===== config.mk =====
export PLATFORM = sky130hd
export DESIGN_NAME = scs_clock_ctrl
export DESIGN_NICKNAME = d
export VERILOG_FILES = /design/src/include/scs_pkg.sv /design/src/core/scs_clock_ctrl.sv /design/src/core/scs_pll_rate.sv
export SDC_FILE = /design/constraint.sdc
export NUM_CORES = 1
export LEC_CHECK = 0
export ABC_AREA = 1
export BUFFER_PORTS_ARGS = -buffer_cell sky130_fd_sc_hd__buf_4
export CAP_MARGIN = 20
export CORE_MARGIN = 3
export CORE_UTILIZATION = 23
export DETAILED_ROUTE_END_ITERATION = 10
export PLACE_DENSITY_LB_ADDON = 0.08
export SYNTH_ARGS = -nofsm -noshare
export SYNTH_HDL_FRONTEND = slang
export SYNTH_HIERARCHICAL = 1
export SYNTH_SLANG_ARGS = --single-unit
export TNS_END_PERCENT = 50

===== constraint.sdc =====
create_clock -name clk -period 8.9 [get_ports clk]
set_clock_uncertainty 0.2 [all_clocks]
set_input_delay 1.335 -clock clk [delete_from_list [all_inputs] [get_ports clk]]
set_output_delay 1.335 -clock clk [all_outputs]
set_load 0.02 [all_outputs]

===== src/include/scs_pkg.sv =====
/*
  Constants for the system clock source and PLL selection block: register map,
  field positions, reset values, source and mode encodings, divisor offsets.
  Assumes a single 100 MHz core clock; oscillator activity arrives as tick pulses.
*/
package scs_pkg;

  // clock period, used only to document the tick rate
  localparam int CLK_PERIOD_NS = 10;

  // register byte addresses
  localparam logic [3:0] ADDR_CLOCK_DIVISOR_REGISTER = 4'h0;
  localparam logic [3:0] ADDR_PLL_FEEDBACK_REGISTER = 4'h4;
  localparam logic [3:0] ADDR_TUNE = 4'h8;
  localparam logic [3:0] ADDR_STATUS = 4'hC;

  // clock_divisor_register fields
  localparam int CD_PRE_LSB = 0;
  localparam int CD_PRE_W = 5;
  localparam int CD_POST_LSB = 6;
  localparam int CD_POST_W = 2;
  localparam int CD_FAST_RC_POSTSCALER_LSB = 8;
  localparam int CD_FAST_RC_POSTSCALER_W = 3;
  localparam int CD_DOZEN_BIT = 11;
  localparam int CD_DOZE_LSB = 12;
  localparam int CD_ROI_BIT = 15;
  localparam logic [15:0] CD_RST = 16'h3040;
  localparam logic [15:0] CD_WMASK = 16'hFFDF;

  // pll_feedback_register
  localparam int FBD_W = 9;
  localparam logic [8:0] FBD_RST = 9'h01E;

  // fast RC tuning register
  localparam int TUNE_W = 6;
  localparam logic [5:0] TUNE_RST = 6'h00;

  // status register fields
  localparam int ST_SRC_LSB = 0;
  localparam int ST_MODE_LSB = 3;
  localparam int ST_LOCK_BIT = 5;
  localparam int ST_BAD_BIT = 6;

  // initial_source_select encodings
  typedef enum logic [2:0] {
    SCS_SRC_FRC = 3'h0,
    SCS_SRC_FRC_PLL = 3'h1,
    SCS_SRC_PRI = 3'h2,
    SCS_SRC_PRI_PLL = 3'h3,
    SCS_SRC_SEC = 3'h4,
    SCS_SRC_LOW_POWER_INTERNAL_RC = 3'h5,
    SCS_SRC_FRC_DIV16 = 3'h6,
    SCS_SRC_FRC_DIVN = 3'h7
  } scs_src_t;

  // primary_mode_select encodings; 11 is not a valid primary mode
  localparam logic [1:0] PM_EXT = 2'h0;
  localparam logic [1:0] PM_XTAL = 2'h1;
  localparam logic [1:0] PM_HS = 2'h2;

  // divisor offsets and fixed divides
  localparam int PRE_OFFSET = 2;
  localparam int FBD_OFFSET = 2;
  localparam int FRC_DIV16 = 16;
  localparam logic [8:0] FAST_RC_POSTSCALER_MAX_FACTOR = 9'h100;

  // PLL input ticks seen before lock is reported
  localparam logic [7:0] PLL_LOCK_TICKS = 8'h10;

endpackage : scs_pkg


===== src/core/scs_clock_ctrl.sv =====
/*
  System clock source selection with fast RC postscaler, PLL and instruction
  clock divide. Oscillators are modelled as tick pulses synchronous to clk;
  registers sit on an Avalon-MM slave with waitrequest.
  Assumes configuration inputs are stable around reset release.
*/
// Our own choices: the register offsets and register access over Avalon-MM.
// Function
// - seven system clock choices: FAST_INTERNAL_RC, FAST_INTERNAL_RC+PLL, primary, primary+PLL, secondary, LOW_POWER_INTERNAL_RC, FAST_INTERNAL_RC postscaled.
// - fast RC runs at nominal 7.37 MHz, needs no external parts.
// - software tunes fast RC frequency through a tuning register.
// - 3-bit fast RC postscaler field picks divide ratio up to 1:256.
// - primary oscillator has crystal, high-speed crystal and external clock modes.
// - low-power RC at 32.768 kHz is watchdog and failure monitor reference.
// - at power-on reset, 3-bit source field and 2-bit mode field pick source.
// - erased configuration selects a fast RC based source.
// - configuration fields encode exactly twelve clock modes.
// - oscillator clock is PLL output in PLL modes, else chosen oscillator.
// - oscillator clock divided by two gives instruction and peripheral clocks.
// - only primary and fast RC may feed the PLL.
// - PLL input divided by prescale 2..33 from 5-bit field.
// - VCO input multiplied by factor from 9-bit feedback field.
// - VCO output divided by 2, 4 or 8 from 2-bit field.
// - PLL output equals input times feedback over prescale times postscale.
// - field codes are offset: prescale 0 gives 2, post 0 gives 2, 0x1E gives 32.
// - source codes 000..111: FAST_INTERNAL_RC, FAST_INTERNAL_RC PLL, primary, primary PLL, secondary, LOW_POWER_INTERNAL_RC, /16, /N.
// - mode 10 high speed, 01 crystal, 00 external; ignored for non-primary sources.
`timescale 1ns/10ps
`default_nettype none
module scs_clock_ctrl (
  input wire logic clk, // 100 MHz core clock
  input wire logic sys_rst, // synchronous reset, high
  input wire logic [3:0] avs_address, // byte address
  input wire logic avs_read, // read request
  input wire logic avs_write, // write request
  input wire logic [31:0] avs_writedata, // write data
  input wire logic [3:0] avs_byteenable, // byte lanes
  output logic [31:0] avs_readdata, // read data
  output logic avs_waitrequest, // stall
  input wire logic [2:0] initial_source_select, // configuration source field
  input wire logic [1:0] primary_mode_select, // configuration primary mode field
  input wire logic fast_internal_rc_tick, // fast RC oscillator tick
  input wire logic primary_tick, // primary oscillator or external clock tick
  input wire logic secondary_low_power_crystal_tick, // secondary oscillator tick
  input wire logic low_power_internal_rc_tick, // low-power RC tick
  output logic [5:0] fast_rc_tune, // tuning code to the fast RC
  output logic primary_enable, // primary oscillator on
  output logic crystal_mode, // primary in crystal mode
  output logic high_speed_crystal_mode, // primary in high-speed crystal mode
  output logic external_clock_mode, // primary driven by external clock
  output logic secondary_enable, // secondary oscillator on
  output logic pll_enable, // pll in use
  output logic osc_tick, // oscillator clock tick
  output logic instr_tick, // instruction clock tick
  output logic peripheral_time_base, // peripheral clock tick
  output logic wdt_ref_tick // watchdog and clock_failure_monitor reference
);

  typedef enum logic [1:0] {
    SCS_BUS_IDLE = 2'b00,
    SCS_BUS_ACK = 2'b01
  } scs_bus_t;

  function automatic logic [8:0] frc_factor(input logic [2:0] code);
    frc_factor = (code == 3'h7) ? scs_pkg::FAST_RC_POSTSCALER_MAX_FACTOR : 9'(9'h1 << code);
  endfunction : frc_factor

  function automatic logic [15:0] merge16(input logic [15:0] old, input logic [31:0] wd,
                                          input logic [3:0] be);
    merge16 = {be[1] ? wd[15:8] : old[15:8], be[0] ? wd[7:0] : old[7:0]};
  endfunction : merge16

  scs_bus_t bus_st_r;
  logic access;
  logic [15:0] clock_divisor_register_r;
  logic [8:0] fbd_r;
  logic [15:0] fbd_merged;
  logic [5:0] tune_r;
  logic [31:0] rdata_r;
  logic taken_r;
  scs_pkg::scs_src_t src_r;
  logic [1:0] pmode_r;
  logic cfg_bad_r;
  logic [8:0] div_cnt_r;
  logic [8:0] div_factor;
  logic div_tick;
  logic pll_in_tick;
  logic pll_out_tick;
  logic pll_locked;
  logic src_tick;
  logic osc_tick_r;
  logic half_r;
  logic instr_tick_r;
  logic wdt_r;
  logic [15:0] status;
  logic primary_src;

  // bus slave: one wait cycle, then the answer on the second edge
  assign access = avs_read | avs_write;
  assign avs_waitrequest = access & (bus_st_r != SCS_BUS_ACK);

  always_ff @(posedge clk)
  begin
    if (sys_rst)
      bus_st_r <= SCS_BUS_IDLE;
    else
    begin
      unique case (bus_st_r)
        SCS_BUS_IDLE: bus_st_r <= access ? SCS_BUS_ACK : SCS_BUS_IDLE;
        SCS_BUS_ACK: bus_st_r <= SCS_BUS_IDLE;
        default: bus_st_r <= SCS_BUS_IDLE;
      endcase
    end
  end

  always_ff @(posedge clk)
  begin
    if (sys_rst)
      clock_divisor_register_r <= scs_pkg::CD_RST;
    else if (avs_write && bus_st_r == SCS_BUS_ACK && avs_address == scs_pkg::ADDR_CLOCK_DIVISOR_REGISTER)
      clock_divisor_register_r <= merge16(clock_divisor_register_r, avs_writedata, avs_byteenable) & scs_pkg::CD_WMASK;
  end

  // the merged word is a net so that the 9-bit field can be cut from it
  assign fbd_merged = merge16({7'h0, fbd_r}, avs_writedata, avs_byteenable);

  always_ff @(posedge clk)
  begin
    if (sys_rst)
      fbd_r <= scs_pkg::FBD_RST;
    else if (avs_write && bus_st_r == SCS_BUS_ACK && avs_address == scs_pkg::ADDR_PLL_FEEDBACK_REGISTER)
      fbd_r <= fbd_merged[8:0];
  end

  always_ff @(posedge clk)
  begin
    if (sys_rst)
      tune_r <= scs_pkg::TUNE_RST;
    else if (avs_write && bus_st_r == SCS_BUS_ACK && avs_address == scs_pkg::ADDR_TUNE
             && avs_byteenable[0])
      tune_r <= avs_writedata[5:0];
  end

  assign status = {9'h0, cfg_bad_r, pll_locked, pmode_r, src_r};

  // read data stand at the edge where waitrequest is low
  always_comb
  begin
    unique case (avs_address)
      scs_pkg::ADDR_CLOCK_DIVISOR_REGISTER: rdata_r = {16'h0, clock_divisor_register_r};
      scs_pkg::ADDR_PLL_FEEDBACK_REGISTER: rdata_r = {23'h0, fbd_r};
      scs_pkg::ADDR_TUNE: rdata_r = {26'h0, tune_r};
      scs_pkg::ADDR_STATUS: rdata_r = {16'h0, status};
      default: rdata_r = 32'h0;
    endcase
  end

  always_ff @(posedge clk)
  begin
    if (sys_rst)
      avs_readdata <= 32'h0;
    else if (avs_read && bus_st_r == SCS_BUS_IDLE)
      avs_readdata <= rdata_r;
  end

  // configuration is caught by the first clocked edge after reset release
  always_ff @(posedge clk)
  begin
    if (sys_rst)
      taken_r <= 1'b0;
    else
      taken_r <= 1'b1;
  end

  always_ff @(posedge clk)
  begin
    if (sys_rst)
    begin
      src_r <= scs_pkg::SCS_SRC_FRC;
      pmode_r <= scs_pkg::PM_EXT;
      cfg_bad_r <= 1'b0;
    end
    else if (!taken_r)
    begin
      // primary code 11 has no mode: fall back to fast RC, leaving twelve legal modes
      if ((initial_source_select == 3'h2 || initial_source_select == 3'h3)
          && primary_mode_select == 2'h3)
      begin
        src_r <= scs_pkg::SCS_SRC_FRC;
        cfg_bad_r <= 1'b1;
      end
      else
      begin
        src_r <= scs_pkg::scs_src_t'(initial_source_select);
        cfg_bad_r <= 1'b0;
      end
      pmode_r <= primary_mode_select;
    end
  end

  assign primary_src = (src_r == scs_pkg::SCS_SRC_PRI) || (src_r == scs_pkg::SCS_SRC_PRI_PLL);
  assign primary_enable = primary_src;
  assign crystal_mode = primary_src && pmode_r == scs_pkg::PM_XTAL;
  assign high_speed_crystal_mode = primary_src && pmode_r == scs_pkg::PM_HS;
  assign external_clock_mode = primary_src && pmode_r == scs_pkg::PM_EXT;
  assign secondary_enable = (src_r == scs_pkg::SCS_SRC_SEC);
  assign fast_rc_tune = tune_r;
  assign pll_enable = (src_r == scs_pkg::SCS_SRC_FRC_PLL) || (src_r == scs_pkg::SCS_SRC_PRI_PLL);

  // fast RC postscaler, fixed /16 or programmable /N
  assign div_factor = (src_r == scs_pkg::SCS_SRC_FRC_DIV16) ? 9'(scs_pkg::FRC_DIV16)
                    : frc_factor(clock_divisor_register_r[scs_pkg::CD_FAST_RC_POSTSCALER_LSB +: scs_pkg::CD_FAST_RC_POSTSCALER_W]);
  assign div_tick = fast_internal_rc_tick && (div_cnt_r >= div_factor - 9'h1);

  always_ff @(posedge clk)
  begin
    if (sys_rst || div_tick)
      div_cnt_r <= 9'h0;
    else if (fast_internal_rc_tick)
      div_cnt_r <= div_cnt_r + 9'h1;
  end

  assign pll_in_tick = (src_r == scs_pkg::SCS_SRC_PRI_PLL) ? primary_tick
                     : (src_r == scs_pkg::SCS_SRC_FRC_PLL) ? fast_internal_rc_tick : 1'b0;

  scs_pll_rate u_pll (
    .clk(clk),
    .sys_rst(sys_rst),
    .enable(pll_enable),
    .in_tick(pll_in_tick),
    .pre_code(clock_divisor_register_r[scs_pkg::CD_PRE_LSB +: scs_pkg::CD_PRE_W]),
    .fbd_code(fbd_r),
    .post_code(clock_divisor_register_r[scs_pkg::CD_POST_LSB +: scs_pkg::CD_POST_W]),
    .out_tick(pll_out_tick),
    .lock(pll_locked)
  );

  always_comb
  begin
    unique case (src_r)
      scs_pkg::SCS_SRC_FRC: src_tick = fast_internal_rc_tick;
      scs_pkg::SCS_SRC_FRC_PLL: src_tick = pll_out_tick;
      scs_pkg::SCS_SRC_PRI: src_tick = primary_tick;
      scs_pkg::SCS_SRC_PRI_PLL: src_tick = pll_out_tick;
      scs_pkg::SCS_SRC_SEC: src_tick = secondary_low_power_crystal_tick;
      scs_pkg::SCS_SRC_LOW_POWER_INTERNAL_RC: src_tick = low_power_internal_rc_tick;
      scs_pkg::SCS_SRC_FRC_DIV16: src_tick = div_tick;
      scs_pkg::SCS_SRC_FRC_DIVN: src_tick = div_tick;
    endcase
  end

  always_ff @(posedge clk)
  begin
    if (sys_rst || !taken_r)
      osc_tick_r <= 1'b0;
    else
      osc_tick_r <= src_tick;
  end

  // instruction and peripheral clocks tick on every second oscillator tick
  always_ff @(posedge clk)
  begin
    if (sys_rst)
    begin
      half_r <= 1'b0;
      instr_tick_r <= 1'b0;
    end
    else
    begin
      if (osc_tick_r)
        half_r <= ~half_r;
      instr_tick_r <= osc_tick_r & half_r;
    end
  end

  always_ff @(posedge clk)
  begin
    if (sys_rst)
      wdt_r <= 1'b0;
    else
      wdt_r <= low_power_internal_rc_tick;
  end

  assign osc_tick = osc_tick_r;
  assign instr_tick = instr_tick_r;
  assign peripheral_time_base = instr_tick_r;
  assign wdt_ref_tick = wdt_r;

  property p_wait_one;
    @(posedge clk) disable iff (sys_rst)
    $rose(access) && bus_st_r == SCS_BUS_IDLE |-> avs_waitrequest ##1 !avs_waitrequest;
  endproperty
  a_wait_one: assert property (p_wait_one) else $error("bus answer not after one wait");

  property p_latch_src;
    @(posedge clk) disable iff (sys_rst)
    !taken_r && initial_source_select == 3'h7 |=> src_r == scs_pkg::SCS_SRC_FRC_DIVN;
  endproperty
  a_latch_src: assert property (p_latch_src) else $error("erased source not taken");

  property p_hold_src;
    @(posedge clk) disable iff (sys_rst)
    taken_r && $past(taken_r) |-> $stable(src_r) && $stable(pmode_r);
  endproperty
  a_hold_src: assert property (p_hold_src) else $error("source changed after latch");

  property p_pll_feed;
    @(posedge clk) disable iff (sys_rst)
    pll_in_tick |-> (fast_internal_rc_tick || primary_tick) && pll_enable;
  endproperty
  a_pll_feed: assert property (p_pll_feed) else $error("pll fed by wrong source");

  property p_pri_path;
    @(posedge clk) disable iff (sys_rst)
    taken_r && src_r == scs_pkg::SCS_SRC_PRI && primary_tick |=> osc_tick_r;
  endproperty
  a_pri_path: assert property (p_pri_path) else $error("primary tick not passed");

  property p_half;
    @(posedge clk) disable iff (sys_rst)
    instr_tick_r |-> $past(osc_tick_r) && !half_r ##1 !instr_tick_r;
  endproperty
  a_half: assert property (p_half) else $error("instruction clock not half rate");

  property p_wdt_ref;
    @(posedge clk) disable iff (sys_rst)
    low_power_internal_rc_tick |=> wdt_ref_tick;
  endproperty
  a_wdt_ref: assert property (p_wdt_ref) else $error("watchdog reference lost");

  property p_modes;
    @(posedge clk) disable iff (sys_rst)
    primary_enable |-> $onehot({crystal_mode, high_speed_crystal_mode, external_clock_mode});
  endproperty
  a_modes: assert property (p_modes) else $error("primary mode not unique");

  property p_div16;
    @(posedge clk) disable iff (sys_rst)
    src_r == scs_pkg::SCS_SRC_FRC_DIV16 && div_tick |-> div_cnt_r == 9'h00F;
  endproperty
  a_div16: assert property (p_div16) else $error("divide by 16 miscounted");

endmodule : scs_clock_ctrl
`default_nettype wire


===== src/core/scs_pll_rate.sv =====
/*
  Rate model of the on-chip PLL: output tick rate is input rate times M over N1*N2.
  Assumes input ticks are one-cycle pulses synchronous to clk; at most one output
  tick per clock, so the synthesised rate saturates at the core clock rate.
*/
`timescale 1ns/10ps
`default_nettype none
module scs_pll_rate (
  input wire logic clk, // core clock
  input wire logic sys_rst, // synchronous reset, high
  input wire logic enable, // pll selected
  input wire logic in_tick, // pll_input_clock tick
  input wire logic [4:0] pre_code, // pll_prescaler_field
  input wire logic [8:0] fbd_code, // pll_feedback_field
  input wire logic [1:0] post_code, // pll_postscaler_field
  output logic out_tick, // pll output tick
  output logic lock // lock status
);

  function automatic logic [9:0] post_factor(input logic [1:0] code);
    unique case (code)
      2'h0: post_factor = 10'd2;
      2'h1: post_factor = 10'd4;
      default: post_factor = 10'd8;
    endcase
  endfunction : post_factor

  logic [9:0] m_val;
  logic [9:0] n1_val;
  logic [15:0] den;
  logic [17:0] acc_r;
  logic [17:0] acc_sum;
  logic [7:0] lock_cnt_r;
  logic [15:0] cfg_q_r;
  logic out_tick_r;

  assign m_val = 10'(fbd_code) + 10'(scs_pkg::FBD_OFFSET);
  assign n1_val = 10'(pre_code) + 10'(scs_pkg::PRE_OFFSET);
  assign den = 16'(n1_val * post_factor(post_code));
  assign acc_sum = acc_r + (in_tick ? 18'(m_val) : 18'h0);

  // fractional accumulator: out rate = in rate * M / (N1 * N2)
  always_ff @(posedge clk)
  begin
    if (sys_rst || !enable)
    begin
      acc_r <= 18'h0;
      out_tick_r <= 1'b0;
    end
    else if (acc_sum >= 18'(den))
    begin
      acc_r <= acc_sum - 18'(den);
      out_tick_r <= lock;
    end
    else
    begin
      acc_r <= acc_sum;
      out_tick_r <= 1'b0;
    end
  end

  // lock restarts whenever a divisor changes, as a real loop would relock
  always_ff @(posedge clk)
  begin
    if (sys_rst || !enable || cfg_q_r != {pre_code, fbd_code, post_code})
      lock_cnt_r <= 8'h0;
    else if (in_tick && lock_cnt_r != scs_pkg::PLL_LOCK_TICKS)
      lock_cnt_r <= lock_cnt_r + 8'h1;
  end

  always_ff @(posedge clk)
  begin
    if (sys_rst)
      cfg_q_r <= 16'h0;
    else
      cfg_q_r <= {pre_code, fbd_code, post_code};
  end

  assign lock = (lock_cnt_r == scs_pkg::PLL_LOCK_TICKS);
  assign out_tick = out_tick_r;

  property p_out_locked;
    @(posedge clk) disable iff (sys_rst)
    out_tick |-> $past(lock) && $past(enable);
  endproperty
  a_out_locked: assert property (p_out_locked) else $error("pll tick without lock");

  property p_no_tick_disabled;
    @(posedge clk) disable iff (sys_rst)
    !enable |=> !out_tick;
  endproperty
  a_no_tick_disabled: assert property (p_no_tick_disabled) else $error("pll tick while disabled");

endmodule : scs_pll_rate
`default_nettype wire


==> results.cfg <==
[status]
status = finished clean

[setup_path]
cp-start-kind = primary input
criticalPathCategory = in -> reg
required_ns = 8.98
path_common_cell = nand2_1
arrival_ns = 5.87
r2r-end = u_pll/acc_r[8]
crit_path_end_kind = flip-flop
critPathSlowestCell = nand3_2
worstPathMaxFanout = 20
reg2reg_from = src_r[0]
r2r_slack_ns = 3.25
slowest_delay_ns = 0.48
r2r_cells = 26

[finish]
layout-drive-gt1-share = 0.128
final_common_cell = nand2_1
final_area_mm2 = 0.00836
area_growth_pct = 14.8
fill_cells = 3464
antennaDiodeCount = 0
nets = 1218
mostFrequentLayoutCells = 208 x nand2_1, 144 x nor2_1, 136 x inv_1

[timing]
tns_ns = 0
fmax_ghz = 0.173
rsz0062_at_grt = no
setup_viol = 0
slew_violations = 0
min_period_ns = 5.79
hold_viol = 0
period_share = 0.650
relSlewSlack = 0.294
worst_pin_slew_ns = 1.05

[die]
initial_core_util = 0.235
fp-row-count = 64
coreArea_mm2 = 0.0309
pin_count = 102
dieArea_mm2 = 0.0338
die_h_um = 184
die_w_um = 184

[logic_synthesis]
yosys.area.top_type = dfxtp_1
synth_cell_types = 52
async_flop_share = 0
seq_area_frac_synth = 0.303
synth_top_area_share = 0.303
ys_warn_count = 6
ys.flop_type = dfxtp_1
synthTopCellsByArea = dfxtp_1 30%, nand2_1 11%, ha_1 8.4%
synth_cells = 1051
synth_area_mm2 = 0.00728
syn_avg_cell_area_um2 = 6.92
synth_edf_count = 0
postSynthRegisterBits = 110

[drt]
postRouteAntennaNets = 0
viasPerCell = 4.29
wirelength_um = 21000
drc = 0
drtPass1Iterations = 5
post_drt_wl_per_cell_um = 13.9
dr_total_vias = 6471
drtIter0Drc = 298

[grt]
grtUsageTotal = 0.124
grt_max_degree = 45
antenna_found_initial = 0
grt_pass1_vias = 6253
grt-ovfl-total = 0
grt_first_pass_wirelength_um = 33400

[placement]
dp_hpwl_um = 16900
gp_congestion = 0.810
port-buffer-count = 67
placedInstanceArea_mm2 = 0.00809

[pwr]
leakage_nw = 3.96
max-vdd-ir-drop_uv = 79.1
power_mw = 1.17
p_per_area_mw_per_mm2 = 139

[hold_path]
hold_depth = 2
min_delay_worst_endpoint = instr_tick
holdCritPathClass = reg -> reg
min_from = half_r

[cts]
h-tree-depth = 3
hold_buffers = 0
cts.sinks = 110
cts_setup_buffers = 0
clockBufferDepth = 2
cts.clk_slew.worst_paths_ns = 0.08
root_buffer = clkbuf_16
ctsResizeCount = 0
insertion_delay_ns = 0.36
numCtsBuffers = 9
tritoncts = done

[job]
drv_cap = 0
-- metrics by stage --
step           instances  setup WS (ns)  hold WS, ns   util
6_report            1509           3.11        0.247  0.270
5_1_grt             1509           2.61        0.265  0.270
4_1_cts             1509           3.03        0.254  0.270
3_5_place_dp        1495           2.68        0.240  0.262
3_3_place_gp        1495           2.61        0.240  0.262
2_1_floorplan       1066           4.03        0.220      -
-- sequential cells by signal (all words and copies together), names as in the netlist, 3 cells and up --
name and cells:
div_cnt_r 9, u_pll/cfg_q_r 16, fast_rc_tune 6, u_pll/acc_r 18, clock_divisor_register_r 15, u_pll/lock_cnt_r 8, src_r 3, avs_readdata 16
fbd_r 9
-- routing by layer --
| metal | share of wire | vias to the layer above | GRT usage |
|---|---|---|---|
| li1 | - | 3480 | - |
| met1 | 0.51 | 2887 | 0.173 |
| met2 | 0.45 | 87 | 0.200 |
| met3 | 0.026 | 17 | 0.0148 |
| met4 | 0.017 | 0 | 0.0372 |
| met5 | 0 | - | 0 |
-- how the worst max path moves through the flow --
stage | cells after the start | start | endpoint
3_3_place_gp | 25 | fast_internal_rc_tick | u_pll/acc_r[4]
6_report | 25 | fast_internal_rc_tick | u_pll/acc_r[8]
5_1_grt | 25 | fast_internal_rc_tick | u_pll/acc_r[4]
3_5_place_dp | 24 | fast_internal_rc_tick | u_pll/acc_r[8]
4_1_cts | 24 | fast_internal_rc_tick | u_pll/acc_r[8]
2_1_floorplan | 24 | fast_internal_rc_tick | u_pll/acc_r[8]
-- worst max-delay path: cells and delay by family --
kind / cells / cell delay, ns
AO/OA/AOI/OAI: 3 / 0.33
AND/OR/NAND/NOR: 15 / 2.59
buffers and inverters: 4 / 0.51
adder cells (fa/ha/maj): 2 / 0.77
XOR/XNOR: 1 / 0.32
-- synth_stat cells (4+ instances only) --
cell,count
nor2_1,144
ha_1,49
nand3_1,57
nand4_1,21
nand2_2,18
clkbuf_1,8
buf_6,7
xor2_1,28
buf_4,19
o211ai_1,6
nand2_1,208
dfxtp_1,110
inv_2,8
o21ai_0,63
fa_1,6
xnor2_1,9
o22ai_1,4
o21ai_1,6
inv_1,136
a21oi_1,64
nor2_4,6
nor3_1,15
or2_2,4
nor3b_1,4
-- area by class of cell --
class | count | area [um^2] | area share
Timing Repair Buffer | 70 | 526 | 0.0629
Sequential cell | 110 | 2200 | 0.264
Multi-Input combinational cell | 771 | 4310 | 0.516
Clock inverter | 5 | 42.5 | 0.00509
Tap cell | 396 | 495 | 0.0593
Inverter | 148 | 557 | 0.0666
Clock buffer | 9 | 225 | 0.0270
-- cells by family after synthesis --
group | share of synthesized area
compound gates | 0.126
xor+xnor | 0.0445
fa+ha+maj | 0.101
buf+inv | 0.113
flops | 0.303
other cells | 0.000515
simple gates | 0.313
-- power breakdown --
part	switching, mW	internal, mW
clock	0.202	0.192
sequential	0.0101	0.504
combinational	0.169	0.0880
total	0.382	0.784
Note: power is estimated with default switching activity, not from simulation.
